`config.mk`:
```
export PLATFORM = sky130hd
export DESIGN_NAME = fis_sequencer
export DESIGN_NICKNAME = d
export VERILOG_FILES = /design/src/fis_pkg.sv /design/src/fis_sync.sv /design/src/fis_step_drive.sv /design/src/fis_sequencer.sv
export SDC_FILE = /design/constraint.sdc
export NUM_CORES = 1
export LEC_CHECK = 0
export ABC_AREA = 1
export BUFFER_PORTS_ARGS = -buffer_cell sky130_fd_sc_hd__buf_2
export CAP_MARGIN = 30
export CORE_ASPECT_RATIO = 1.75
export CORE_UTILIZATION = 26
export CTS_BUF_LIST = sky130_fd_sc_hd__clkbuf_8
export CTS_CLUSTER_DIAMETER = 120
export DETAILED_ROUTE_END_ITERATION = 12
export GPL_TIMING_DRIVEN = 0
export MAX_ROUTING_LAYER = met4
export PLACE_DENSITY_LB_ADDON = 0.15
export SLEW_MARGIN = 20
export SYNTH_ARGS = -nofsm -noshare
export SYNTH_HDL_FRONTEND = slang
export SYNTH_SLANG_ARGS = --single-unit
```
`constraint.sdc`:
```
create_clock -name mclk -period 2.5 [get_ports mclk]
set_input_delay 0 -clock mclk [delete_from_list [all_inputs] [get_ports mclk]]
set_output_delay 0 -clock mclk [all_outputs]
set_load 0.1 [all_outputs]
```
`src/fis_pkg.sv`:
```
/*
  Shared constants and types of the power transistor inspection sequencer.
  Assumes a single 10 MHz clock; control bits arrive as plain ports.
*/
// Operation
// Start only when start is written with unlock high; ignore start while running.
// Type C: resistors, wait, compare all off, all highs on, all lows on.
// Type C expected comparator word for steps 0 to 2 is 0555 hex.
// Mid-voltage resistors stay on for the whole of any running inspection.
// Type D applies one pattern latched at start, after the wait, then finishes.
// Type D phase with both sides requested drives both sides off.
// Type D does no comparison, only stores the six comparator outputs.
// Pre-driver controls come from the sequencer while running, else gate pins.
// Stop ends after the current step; step counter keeps last executed step.
// Stop in the final step is ignored; final is 6h for A/B, 2h for C/D.
// Clearing unlock returns to normal operation at once.
// While running, drain-source detection forced on, abnormality detection suppressed.
// Without mismatch, finish at step 7h for A/B, 3h for C.
// Running bit high for the whole inspection, low otherwise.
// Types A/B/C: first mismatch halts, sets error flag, keeps failing step.
// Store comparator outputs of the last performed step, failing step on mismatch.
// Error flag and saved word clear on new start or save-clear.
// Status read gives stored word when select low, live otherwise; select stores nothing.
// Controller drives all six gate inputs off before starting.
// Controller keeps unlock low during normal motor driving.
// Before Type C, controller stops pre-drivers through the alarm input.
// Controller waits for running low before reading results.
// Settling wait and step sampling point are parameters in clock cycles.
package fis_pkg;
  localparam int          CLK_NS        = 100;
  localparam int          SETTLE_NS     = 20000;
  localparam int          STEP_NS       = 50000;
  localparam int          SETTLE_CYC    = (SETTLE_NS + CLK_NS - 1) / CLK_NS;
  localparam int          STEP_CYC      = (STEP_NS + CLK_NS - 1) / CLK_NS;
  localparam int          CNT_W         = 16;
  localparam int          STEP_W        = 4;
  localparam int          WORD_W        = 16;
  localparam int          CH_N          = 6;
  localparam int          CMP_STRIDE    = 2;
  localparam logic [1:0]  TYPE_A        = 2'h0;
  localparam logic [1:0]  TYPE_B        = 2'h1;
  localparam logic [1:0]  TYPE_C        = 2'h2;
  localparam logic [1:0]  TYPE_D        = 2'h3;
  localparam logic [3:0]  FINAL_AB      = 4'h6;
  localparam logic [3:0]  FINAL_CD      = 4'h2;
  localparam logic [3:0]  DONE_AB       = 4'h7;
  localparam logic [3:0]  DONE_C        = 4'h3;
  localparam logic [3:0]  STEP_RESET    = 4'h0;
  localparam logic [15:0] EXPECT_C      = 16'h0555;
  localparam logic [15:0] WORD_RESET    = 16'h0000;
  localparam logic [5:0]  DRIVE_OFF     = 6'h00;
  localparam logic [5:0]  DRIVE_HIGHS   = 6'h2A;
  localparam logic [5:0]  DRIVE_LOWS    = 6'h15;
  typedef enum logic [1:0] {FIS_IDLE, FIS_SETTLE, FIS_STEP} fis_state_t;
endpackage

```
`src/fis_sync.sv`:
```
/*
  Two flip-flop synchroniser for a group of pin inputs.
  Assumes the inputs are asynchronous to mclk.
*/
`timescale 1ns/10ps
module fis_sync #(
  parameter int W = 6
) (
  // Clock and reset
  input  wire logic         mclk,
  input  wire logic         rst_n,
  input  wire logic         ce,
  // Pins in, synchronised out
  input  wire logic [W-1:0] pin_in,
  output logic      [W-1:0] pin_sync
);
  logic [W-1:0] meta;

  always_ff @(posedge mclk or negedge rst_n) begin
    if (!rst_n) begin
      meta     <= '0;
      pin_sync <= '0;
    end else if (ce) begin
      meta     <= pin_in;
      pin_sync <= meta;
    end
  end
endmodule // fis_sync

```
`src/fis_step_drive.sv`:
```
/*
  Drive pattern of the current inspection step, order {uh,ul,vh,vl,wh,wl}.
  Assumes step and latched pattern are stable while a step runs.
*/
`timescale 1ns/10ps
module fis_step_drive (
  // Step selection
  input  wire logic [1:0] test_type,
  input  wire logic [3:0] step,
  input  wire logic [5:0] pattern,
  // Resulting pre-driver pattern
  output logic      [5:0] drive
);
  logic [5:0] d_safe;

  // A phase asking for both sides would short the rail
  for (genvar p = 0; p < 3; p++) begin : g_phase
    assign d_safe[2*p+1] = pattern[2*p+1] & ~pattern[2*p];
    assign d_safe[2*p]   = pattern[2*p] & ~pattern[2*p+1];
  end

  always_comb begin
    drive = fis_pkg::DRIVE_OFF;
    if (test_type == fis_pkg::TYPE_D) begin
      drive = d_safe;
    end else if (step == 4'h1) begin
      drive = fis_pkg::DRIVE_HIGHS;
    end else if (step == 4'h2) begin
      drive = fis_pkg::DRIVE_LOWS;
    end
  end
endmodule // fis_step_drive

```
`src/fis_sequencer.sv`:
```
/*
  Automatic inspection sequencer for the external bridge transistors, Types C and D.
  Assumes comparator inputs come from the on-chip noise filter on mclk and the
  gate inputs are device pins; control bits are plain ports, start/stop pulses.
*/
`timescale 1ns/10ps
module fis_sequencer #(
  parameter int SETTLE_CYC = fis_pkg::SETTLE_CYC,
  parameter int STEP_CYC   = fis_pkg::STEP_CYC
) (
  // Clock and reset
  input  wire logic        mclk,
  input  wire logic        rst_n,
  input  wire logic        ce,
  // Control bits
  input  wire logic        unlock,
  input  wire logic        start,
  input  wire logic        stop,
  input  wire logic [1:0]  test_type,
  input  wire logic [5:0]  inspection_pattern_config,
  input  wire logic        saved_result_clear,
  input  wire logic        comparator_read_select,
  // Gate control pins
  input  wire logic        gate_in_u_high,
  input  wire logic        gate_in_u_low,
  input  wire logic        gate_in_v_high,
  input  wire logic        gate_in_v_low,
  input  wire logic        gate_in_w_high,
  input  wire logic        gate_in_w_low,
  // Filtered drain-source comparators
  input  wire logic        cmp_phase_u_high,
  input  wire logic        cmp_phase_u_low,
  input  wire logic        cmp_phase_v_high,
  input  wire logic        cmp_phase_v_low,
  input  wire logic        cmp_phase_w_high,
  input  wire logic        cmp_phase_w_low,
  // Status
  output logic             running,
  output logic             test_error,
  output logic [3:0]       inspection_step_counter,
  output logic [15:0]      drain_source_comparator_status,
  // Pre-driver and detector control
  output logic             pre_u_high,
  output logic             pre_u_low,
  output logic             pre_v_high,
  output logic             pre_v_low,
  output logic             pre_w_high,
  output logic             pre_w_low,
  output logic             mid_res_on,
  output logic             vds_det_force,
  output logic             vds_fault_mask
);
  localparam int CNT_W = fis_pkg::CNT_W;
  localparam logic [CNT_W-1:0] SETTLE_LAST = CNT_W'(SETTLE_CYC - 1);
  localparam logic [CNT_W-1:0] STEP_LAST   = CNT_W'(STEP_CYC - 1);

  initial begin
    if (SETTLE_CYC < 1 || SETTLE_CYC > 65536 || STEP_CYC < 1 || STEP_CYC > 65536) begin
      $error("fis_sequencer: cycle counts out of range");
    end
  end

  fis_pkg::fis_state_t state;
  fis_pkg::fis_state_t next_state;
  logic [CNT_W-1:0]    cnt;
  logic [1:0]          run_type;
  logic [5:0]          pattern_lat;
  logic                stop_pend;
  logic [15:0]         saved_comparator_word;
  logic [15:0]         live_word;
  logic [5:0]          cmp_vec;
  logic [5:0]          gate_sync;
  logic [5:0]          step_drive;
  logic                start_ok;
  logic                sample;
  logic                mismatch;
  logic                final_step;
  logic                finish;

  fis_sync #(.W(6)) u_sync (
    .mclk     (mclk),
    .rst_n    (rst_n),
    .ce       (ce),
    .pin_in   ({gate_in_u_high, gate_in_u_low, gate_in_v_high,
                gate_in_v_low, gate_in_w_high, gate_in_w_low}),
    .pin_sync (gate_sync)
  );

  fis_step_drive u_drive (
    .test_type (run_type),
    .step      (inspection_step_counter),
    .pattern   (pattern_lat),
    .drive     (step_drive)
  );

  // Comparators sit on even bits, odd bits read zero
  assign cmp_vec = {cmp_phase_u_high, cmp_phase_u_low, cmp_phase_v_high,
                    cmp_phase_v_low, cmp_phase_w_high, cmp_phase_w_low};
  for (genvar i = 0; i < fis_pkg::CH_N; i++) begin : g_word
    assign live_word[fis_pkg::CMP_STRIDE*i]   = cmp_vec[i];
    assign live_word[fis_pkg::CMP_STRIDE*i+1] = 1'b0;
  end
  assign live_word[15:12] = 4'h0;

  // Types A and B are not built here, so their start is not taken
  assign start_ok   = ce && unlock && start && state == fis_pkg::FIS_IDLE &&
                      (test_type == fis_pkg::TYPE_C || test_type == fis_pkg::TYPE_D);
  assign sample     = ce && state == fis_pkg::FIS_STEP && cnt == STEP_LAST;
  assign mismatch   = sample && run_type == fis_pkg::TYPE_C &&
                      live_word != fis_pkg::EXPECT_C;
  assign final_step = inspection_step_counter == fis_pkg::FINAL_CD;
  assign finish     = sample && (mismatch || final_step || stop_pend);

  always_comb begin
    next_state = state;
    if (!unlock) begin
      next_state = fis_pkg::FIS_IDLE;
    end else if (ce) begin
      case (state)
        fis_pkg::FIS_IDLE: begin
          if (start_ok) begin
            next_state = fis_pkg::FIS_SETTLE;
          end
        end
        fis_pkg::FIS_SETTLE: begin
          if (cnt == SETTLE_LAST) begin
            next_state = fis_pkg::FIS_STEP;
          end
        end
        fis_pkg::FIS_STEP: begin
          if (finish) begin
            next_state = fis_pkg::FIS_IDLE;
          end
        end
        default: next_state = fis_pkg::FIS_IDLE;
      endcase
    end
  end

  always_ff @(posedge mclk or negedge rst_n) begin
    if (!rst_n) begin
      state   <= fis_pkg::FIS_IDLE;
      running <= 1'b0;
    end else begin
      state   <= next_state;
      running <= next_state != fis_pkg::FIS_IDLE;
    end
  end

  always_ff @(posedge mclk or negedge rst_n) begin
    if (!rst_n) begin
      cnt <= '0;
    end else if (ce) begin
      if (next_state != state || sample) begin
        cnt <= '0;
      end else if (state != fis_pkg::FIS_IDLE) begin
        cnt <= cnt + 1'b1;
      end
    end
  end

  // Pattern and type frozen at start so later writes do not disturb the run
  always_ff @(posedge mclk or negedge rst_n) begin
    if (!rst_n) begin
      run_type    <= fis_pkg::TYPE_C;
      pattern_lat <= fis_pkg::DRIVE_OFF;
    end else if (start_ok) begin
      run_type    <= test_type;
      pattern_lat <= inspection_pattern_config;
    end
  end

  always_ff @(posedge mclk or negedge rst_n) begin
    if (!rst_n) begin
      inspection_step_counter <= fis_pkg::STEP_RESET;
    end else if (start_ok) begin
      inspection_step_counter <= (test_type == fis_pkg::TYPE_D) ?
                                 fis_pkg::FINAL_CD : fis_pkg::STEP_RESET;
    end else if (sample && !mismatch && unlock) begin
      if (final_step && run_type == fis_pkg::TYPE_C) begin
        inspection_step_counter <= fis_pkg::DONE_C;
      end else if (!final_step && !stop_pend) begin
        inspection_step_counter <= inspection_step_counter + 4'h1;
      end
    end
  end

  // Stop is only remembered outside the final step
  always_ff @(posedge mclk or negedge rst_n) begin
    if (!rst_n) begin
      stop_pend <= 1'b0;
    end else if (ce) begin
      if (start_ok || state == fis_pkg::FIS_IDLE) begin
        stop_pend <= 1'b0;
      end else if (stop && !final_step) begin
        stop_pend <= 1'b1;
      end
    end
  end

  // Hardware set wins over a same-cycle clear
  always_ff @(posedge mclk or negedge rst_n) begin
    if (!rst_n) begin
      test_error <= 1'b0;
    end else if (mismatch && unlock) begin
      test_error <= 1'b1;
    end else if (start_ok || (ce && saved_result_clear)) begin
      test_error <= 1'b0;
    end
  end

  always_ff @(posedge mclk or negedge rst_n) begin
    if (!rst_n) begin
      saved_comparator_word <= fis_pkg::WORD_RESET;
    end else if (sample && unlock) begin
      saved_comparator_word <= live_word;
    end else if (start_ok || (ce && saved_result_clear)) begin
      saved_comparator_word <= fis_pkg::WORD_RESET;
    end
  end

  always_ff @(posedge mclk or negedge rst_n) begin
    if (!rst_n) begin
      drain_source_comparator_status <= fis_pkg::WORD_RESET;
    end else if (ce) begin
      drain_source_comparator_status <= comparator_read_select ?
                                        live_word : saved_comparator_word;
    end
  end

  always_ff @(posedge mclk or negedge rst_n) begin
    if (!rst_n) begin
      {pre_u_high, pre_u_low, pre_v_high, pre_v_low, pre_w_high, pre_w_low} <= 6'h00;
    end else if (next_state == fis_pkg::FIS_IDLE) begin
      {pre_u_high, pre_u_low, pre_v_high, pre_v_low, pre_w_high, pre_w_low} <= gate_sync;
    end else if (state == fis_pkg::FIS_STEP) begin
      {pre_u_high, pre_u_low, pre_v_high, pre_v_low, pre_w_high, pre_w_low} <= step_drive;
    end else begin
      {pre_u_high, pre_u_low, pre_v_high, pre_v_low, pre_w_high, pre_w_low} <= 6'h00;
    end
  end

  always_ff @(posedge mclk or negedge rst_n) begin
    if (!rst_n) begin
      mid_res_on     <= 1'b0;
      vds_det_force  <= 1'b0;
      vds_fault_mask <= 1'b0;
    end else begin
      mid_res_on     <= next_state != fis_pkg::FIS_IDLE;
      vds_det_force  <= next_state != fis_pkg::FIS_IDLE;
      vds_fault_mask <= next_state != fis_pkg::FIS_IDLE;
    end
  end

  a_unlock_abort: assert property (
    @(posedge mclk) disable iff (!rst_n) !unlock |=> !running && !mid_res_on)
    else $error("unlock low did not end the inspection");

  a_start_taken: assert property (
    @(posedge mclk) disable iff (!rst_n)
    (ce && unlock && start && !running && state == fis_pkg::FIS_IDLE &&
     test_type == fis_pkg::TYPE_C) |=> running && !test_error)
    else $error("valid start not taken");

  a_busy_start: assert property (
    @(posedge mclk) disable iff (!rst_n)
    (state == fis_pkg::FIS_STEP && start && !sample && unlock) |=>
    inspection_step_counter == $past(inspection_step_counter))
    else $error("start during inspection restarted it");

  a_run_outputs: assert property (
    @(posedge mclk) disable iff (!rst_n)
    running |-> mid_res_on && vds_det_force && vds_fault_mask)
    else $error("resistors or detector mode off while running");

  a_mismatch_halt: assert property (
    @(posedge mclk) disable iff (!rst_n)
    (mismatch && unlock) |=> test_error && !running &&
    inspection_step_counter == $past(inspection_step_counter) &&
    saved_comparator_word == $past(live_word))
    else $error("mismatch did not halt with step kept");

  a_c_complete: assert property (
    @(posedge mclk) disable iff (!rst_n)
    (sample && unlock && !mismatch && run_type == fis_pkg::TYPE_C && final_step) |=>
    inspection_step_counter == fis_pkg::DONE_C && !running)
    else $error("type C did not finish at step three");

  a_stop_hold: assert property (
    @(posedge mclk) disable iff (!rst_n)
    (sample && unlock && stop_pend && !mismatch && !final_step) |=>
    !running && inspection_step_counter == $past(inspection_step_counter))
    else $error("stop did not end after the step");

  a_d_conflict: assert property (
    @(posedge mclk) disable iff (!rst_n)
    (state == fis_pkg::FIS_STEP && next_state == fis_pkg::FIS_STEP &&
     run_type == fis_pkg::TYPE_D && pattern_lat[5] && pattern_lat[4]) |=>
    !pre_u_high && !pre_u_low)
    else $error("both sides of phase u driven");

  a_clear_saved: assert property (
    @(posedge mclk) disable iff (!rst_n)
    (ce && saved_result_clear && !sample) |=> !test_error && saved_comparator_word == 16'h0000)
    else $error("save-clear left results");
endmodule // fis_sequencer

```
==> impl_metrics.json, run 1 <==
{
  "max_freq_mhz": 492.7,
  "drive_above_1_share": 0.2363,
  "period_share": 0.8118,
  "synthFlopType": "dfrtp_1",
  "finalSetupViolCount": 0,
  "netlist_instances": 397,
  "cpMostUsedCell": "nand2_1",
  "timing.rr.end": "cnt[7]",
  "cts.htree.levels": 3,
  "grt_pass1_wl_um": 13430,
  "cts-root-buf": "clkbuf_8",
  "cpLargestDelayFamily": "simple AND/OR/NAND/NOR gates",
  "critPathBufInv": 2,
  "grt_antenna_before_repair": 0,
  "clockBufferDepth": 2,
  "setup.worst_path.end_class": "register",
  "clock_sinks": 63,
  "worstSetupEndpoint": "cnt[7]",
  "initial_utilization": 0.2655,
  "powerDensity_mw_per_mm2": 769.5,
  "reg2regPathDepth": 8,
  "ys_types": 38,
  "status": "finished clean",
  "r2r_slack_ns": 0.47,
  "drtIter0Drc": 175,
  "p_seq_frac": 0.385,
  "yosys_warnings": 0,
  "synthArstFlopShare": 1.000,
  "hpwlAfterDp_um": 6243,
  "setup_tns_ns": 0,
  "cp_cell_sequence": "nand2_1 > inv_1 > nand2_1 > nor4_1 > nor2_2 > nand2_2 > buf_6 > a21oi_2",
  "port_buffers": 47,
  "critPathLaunchType": "register",
  "p_leak_nw": 2.067,
  "synth_edf_count": 0,
  "vdd_drop_max_mv": 0.2267,
  "grt_overflow_total": 0,
  "startpoint": "cnt[4]",
  "cp.required_ns": 2.71,
  "reg2reg_from": "cnt[4]",
  "ant_nets": 0,
  "die_h_um": 151.1,
  "tightest_slew_ns": 0.6989,
  "fill_cells": 1348,
  "syn_area_mm2": 0.003301,
  "n_antenna_cell": 0,
  "drt_wl_total_um": 8232,
  "slowest_delay_ns": 0.54,
  "report.final.slew_viol_count": 0,
  "rows": 54,
  "hold_viol_final": 0,
  "rsz0062_at_grt": "no",
  "slowest_stage": "nor4_1",
  "area_growth_pct": 27.86,
  "power.internal_mw": 1.911,
  "relSlewSlack": 0.5341,
  "gp_congestion": 0.7987,
  "holdCritPathClass": "in -> reg",
  "synth-seq-area-share": 0.4780,
  "ys_ff_latch": 63,
  "avgSynthCellArea_um2": 8.314,
  "clock_skew_ns": 0.008193,
  "layout.nets": 519,
  "ioPinCount": 59,
  "drc": 0,
  "power_frac_comb": 0.337,
  "p_sw_frac": 0.4116,
  "min_period_ns": 2.030,
  "dieWidth_um": 87.17,
  "clk_latency_ns": 0.35,
  "holdWs_ns": 0.03330,
  "vias": 2770,
  "clk_pin_slew_ns": 0.07,
  "cts_tree": "built",
  "critPathMaxFanout": 10,
  "routed_via_density": 4.203,
  "grt_use_total": 0.1411,
  "maxCapViolCount": 0,
  "fin_area_mm2": 0.004220,
  "grt_pass1_vias": 2859,
  "fin_cells": 659,
  "p_clk_frac": 0.279,
  "switchingPower_mw": 1.337,
  "dieArea_mm2": 0.01317,
  "dpl_cell_area_mm2": 0.003802,
  "cts_made_buffers": 9,
  "grt_max_degree": 34,
  "arrival_ns": 2.24,
  "place_inst": 622,
  "dr.pass1.iters": 4,
  "crit_type": "reg -> reg",
  "cp.depth": 8,
  "routedWlPerCell_um": 12.49,
  "core_area_mm2": 0.01243
}
sequential cells by signal, summed over array words and instances (netlist names), 2 cells and up:
name	cells
cnt	16
drain_source_comparator_status	6
inspection_step_counter	4
pattern_lat	6
run_type	2
saved_comparator_word	6
state	2
u_sync.meta	6
u_sync.pin_sync	6
layer usage:
layer  vias to the layer above  share of wire  global-route usage
met2                        40           0.57              0.2642
li1                       1426              -                   -
met3                         9          0.028             0.03270
met4                         0          0.019             0.06066
met1                      1295           0.38              0.1356
met5                         -              0                   -
layout make-up:
class                      count  area [um^2]  share of cell area
clock inverter                 4        46.29             0.01097
buffer                        23        153.9             0.03647
inverter                      47        178.9             0.04240
clock buffer                  11        151.4             0.03587
sequential                    63         1578              0.3739
multi-input combinational    273         1424              0.3374
timing repair buffer          70        478.0              0.1133
tap                          168        210.2             0.04981
cell families after synthesis:
group	synth area share
AO/OA/AOI/OAI	0.1380
XOR/XNOR	0.03450
adder cells (fa/ha/maj)	0.01516
buffers and inverters	0.1008
flip-flops	0.4780
other	0.001136
AND/OR/NAND/NOR	0.2324
stage by stage:
step | utilization | setup WS [ns] | total power [mW]
after floorplan | - | 0.1754 | 2.105
after global placement | 0.3040 | 0.4876 | 2.339
after detailed placement | 0.3059 | 0.4967 | 2.346
after CTS | 0.3395 | 0.4643 | 3.296
after global routing | 0.3395 | 0.1758 | 3.435
final | 0.3395 | 0.4704 | 3.247
how the worst min path moves through the flow:
stage | cells past startpoint | startpoint | to
after floorplan | 0 | rst_n | cnt[0]
after global placement | 3 | gate_in_w_high | u_sync.meta[1]
after detailed placement | 1 | rst_n | vds_fault_mask
after CTS | 4 | comparator_read_select | drain_source_comparator_status[0]
after global routing | 4 | ce | u_sync.meta[5]
final | 4 | ce | u_sync.meta[1]
worst register-to-register path: stages (launching register included):
cell and delay, ns:
dfrtp_1 0.44, nand2_1 0.12, inv_1 0.12, nand2_1 0.10
nor4_1 0.55, nor2_2 0.12, nand2_2 0.18, buf_6 0.20
a21oi_2 0.07
power groups by stage:
| stage | clock (mW) | combinational, mW | sequential (mW) |
|---|---|---|---|
| after global placement | 0 | 1.07 | 1.27 |
| final | 0.905 | 1.09 | 1.25 |
| after detailed placement | 0 | 1.08 | 1.27 |
| after global routing | 0.985 | 1.18 | 1.27 |
| after CTS | 0.938 | 1.11 | 1.25 |
| after floorplan | 0 | 0.467 | 1.64 |
cell usage in the layout, fill, tap and decap left out, types with 4 or more instances in the layout:
master / n
o21ai_0: 28
o211ai_1: 4
nor2_2: 5
nand3_1: 21
nor2_1: 32
dfrtp_1: 62
clkbuf_1: 5
xnor2_1: 4
nand2_2: 5
dlygate4sd3_1: 22
inv_1: 43
buf_4: 15
a21oi_1: 17
o21ai_2: 6
clkbuf_8: 11
nand2_1: 94
buf_2: 46
a21oi_2: 10
xor2_1: 9
conb_1: 10
ha_1: 4
what timing repair did:
| action | 4_1_cts | 5_1_grt |
|---|---|---|
| resized for setup | 0 | 0 |
| setup buffers | 0 | 0 |
| hold buffers | 22 | 0 |
| endpoints found under the hold margin | 89 | 0 |
Yosys cell counts, types with 3 or more instances:
cell / n / area (um^2)
xnor2_1: 4 / 35.03
a21oi_2: 10 / 87.58
o21ai_0: 28 / 140.1
o211ai_1: 4 / 30.03
buf_4: 14 / 105.1
inv_1: 42 / 157.7
xor2_1: 9 / 78.83
clkbuf_1: 5 / 18.77
nor2_4: 3 / 33.78
ha_1: 4 / 50.05
nand4_1: 3 / 18.77
dfrtp_1: 62 / 1551
nand2_2: 5 / 31.28
nand2_1: 94 / 352.8
nand3_1: 21 / 105.1
o21ai_2: 6 / 52.55
nor3_1: 3 / 15.01
nor2_2: 5 / 31.28
nor2_1: 32 / 120.1
inv_2: 3 / 11.26
a21oi_1: 17 / 85.08
Note: power is estimated with default switching activity, not from simulation.
==> run 2, diff against run 1 <==
- clock period: 2.5 -> 2.1 ns (I/O delays scaled with it)
==> run 2 against run 1 <==
Effect of this change: worst setup slack got worse by 0.33 ns; non-clock buffer count is 4 higher; clock power rose by 1%; largest power group unchanged; highest routed layer unchanged.
==> impl_metrics.json, run 2 (synthesized netlist as in run 1, its figures left out) <==
{
  "status": "finished clean",
  "drt_wl_total_um": 8311,
  "clockBufferDepth": 2,
  "place_inst": 622,
  "dr.pass1.iters": 4,
  "cp.required_ns": 2.34,
  "min_period_ns": 1.962,
  "relSlewSlack": 0.5317,
  "area_growth_pct": 30.21,
  "crit_type": "reg -> reg",
  "n_antenna_cell": 0,
  "rows": 54,
  "cts_tree": "built",
  "grt_max_degree": 35,
  "finalSetupViolCount": 0,
  "rsz0062_at_grt": "yes",
  "clk_pin_slew_ns": 0.07,
  "grt_overflow_total": 0,
  "p_leak_nw": 2.086,
  "critPathMaxFanout": 5,
  "max_freq_mhz": 509.7,
  "ant_nets": 0,
  "maxCapViolCount": 0,
  "cts_made_buffers": 9,
  "ioPinCount": 59,
  "dieArea_mm2": 0.01317,
  "drtIter0Drc": 130,
  "grt_pass1_wl_um": 13150,
  "vias": 2820,
  "setup.worst_path.end_class": "register",
  "layout.nets": 523,
  "critPathLaunchType": "register",
  "wl_met1_um": 3229,
  "total_power_mw": 3.776,
  "die_h_um": 151.1,
  "clk_latency_ns": 0.35,
  "vdd_drop_max_mv": 0.2426,
  "hpwlAfterDp_um": 6203,
  "powerDensity_mw_per_mm2": 878.5,
  "grt_antenna_before_repair": 0,
  "largest_reg_flops": 16,
  "top_register": "cnt",
  "period_share": 0.9342,
  "holdCritPathClass": "in -> reg",
  "clock_skew_ns": 0.01085,
  "core_area_mm2": 0.01243,
  "fin_cells": 663,
  "routed_via_density": 4.253,
  "routedWlPerCell_um": 12.54,
  "drive_above_1_share": 0.2747,
  "gp_congestion": 0.7898,
  "drc": 0,
  "route.met2.wl_um": 4631,
  "cts.htree.levels": 3,
  "dieWidth_um": 87.17,
  "met3WireLength_um": 240,
  "clock_sinks": 63,
  "hold_viol_final": 0,
  "top_layer_used": "met4",
  "tightest_slew_ns": 0.7024,
  "report.final.slew_viol_count": 0,
  "initial_utilization": 0.2655,
  "grt_pass1_vias": 2810,
  "layout_common_cells": "nand2_1 (87), dfrtp_1 (59), buf_2 (46)",
  "port_buffers": 47,
  "cts-root-buf": "clkbuf_8",
  "arrival_ns": 2.20,
  "layout_commonest_cell": "nand2_1",
  "grt_use_total": 0.1371
}
==> run 2: changes by cell type in the layout (fill, tap and decap cells not counted), sizes merged <==
cell and delta:
buf +4, bufinv -1, clkinv +1, dlygate4sd3 -1
inv +1
==> run 2: worst paths after layout <==
path                                startpoint            endpoint  slack [ns]  cells past startpoint
worst max-delay path                    cnt[1]           pre_u_low        0.14                     13
worst min-delay path                    unlock            state[0]        0.02                      3
worst max register to register          cnt[1]           pre_u_low        0.14                     13
worst min register to register  u_sync.meta[5]      u_sync.meta[5]        0.47                      2
max in group asynchronous                rst_n         run_type[1]        1.38                      3
min in group asynchronous                rst_n  u_sync.pin_sync[2]        0.14                      2
==> run 2: through the flow <==
stage | util | TNS, ns | area [um^2] | hold slack [ns] | setup slack [ns]
final | 0.3457 | 0 | 4298 | 0.01995 | 0.1381
after global routing | 0.3457 | -0.2118 | 4298 | 0.03088 | -0.04224
after CTS | 0.3365 | 0 | 4183 | 0.01099 | 0.04341
after detailed placement | 0.3062 | 0 | 3806 | -0.01230 | 0.07760
after global placement | 0.3043 | 0 | 3784 | 0.2052 | 0.08143
after floorplan | - | 0 | 3338 | -0.2956 | 0.06484
==> run 2: critical path, cell delays in order, from the launching register on <==
cell and delay, ns:
dfrtp_1 0.41, ha_2 0.21, inv_2 0.05, nor2_4 0.11
nand2_2 0.07, nor2_4 0.18, nand2_2 0.08, o21ai_2 0.13
inv_1 0.05, nand2_2 0.06, o211ai_1 0.11, nand2_2 0.17
clkbuf_16 0.17, o21ai_2 0.05
==> run 2: where the power goes <==
group	total, mW	leakage (nW)	internal, mW	switching, mW
Combinational	1.36	1.18	0.346	1.02
Sequential	1.50	0.810	1.38	0.119
Clock	0.916	0.0907	0.445	0.471
Total	3.78	2.09	2.17	1.61
==> run 2: cell type report <==
cell class	count	area, um^2
fill	1373	8134
buffer	23	166.4
clock inverter	5	28.78
tap	168	210.2
inverter	47	178.9
multi-input combinational	273	1471
sequential	63	1582
timing repair buffer	74	523.0
clock buffer	10	137.6
==> run 2: repair_timing <==
action	in CTS	in global routing
resized for setup	0	18
hold buffers	21	0
endpoints found under the hold margin	86	0
buffers inserted	0	4
setup endpoints to repair	0	23
==> run 2: metal layers <==
layer | GRT usage | vias to the layer above
li1 | - | 1435
met1 | 0.1346 | 1318
met2 | 0.2543 | 53
met3 | 0.03161 | 14
met4 | 0.05738 | 0
met5 | - | -
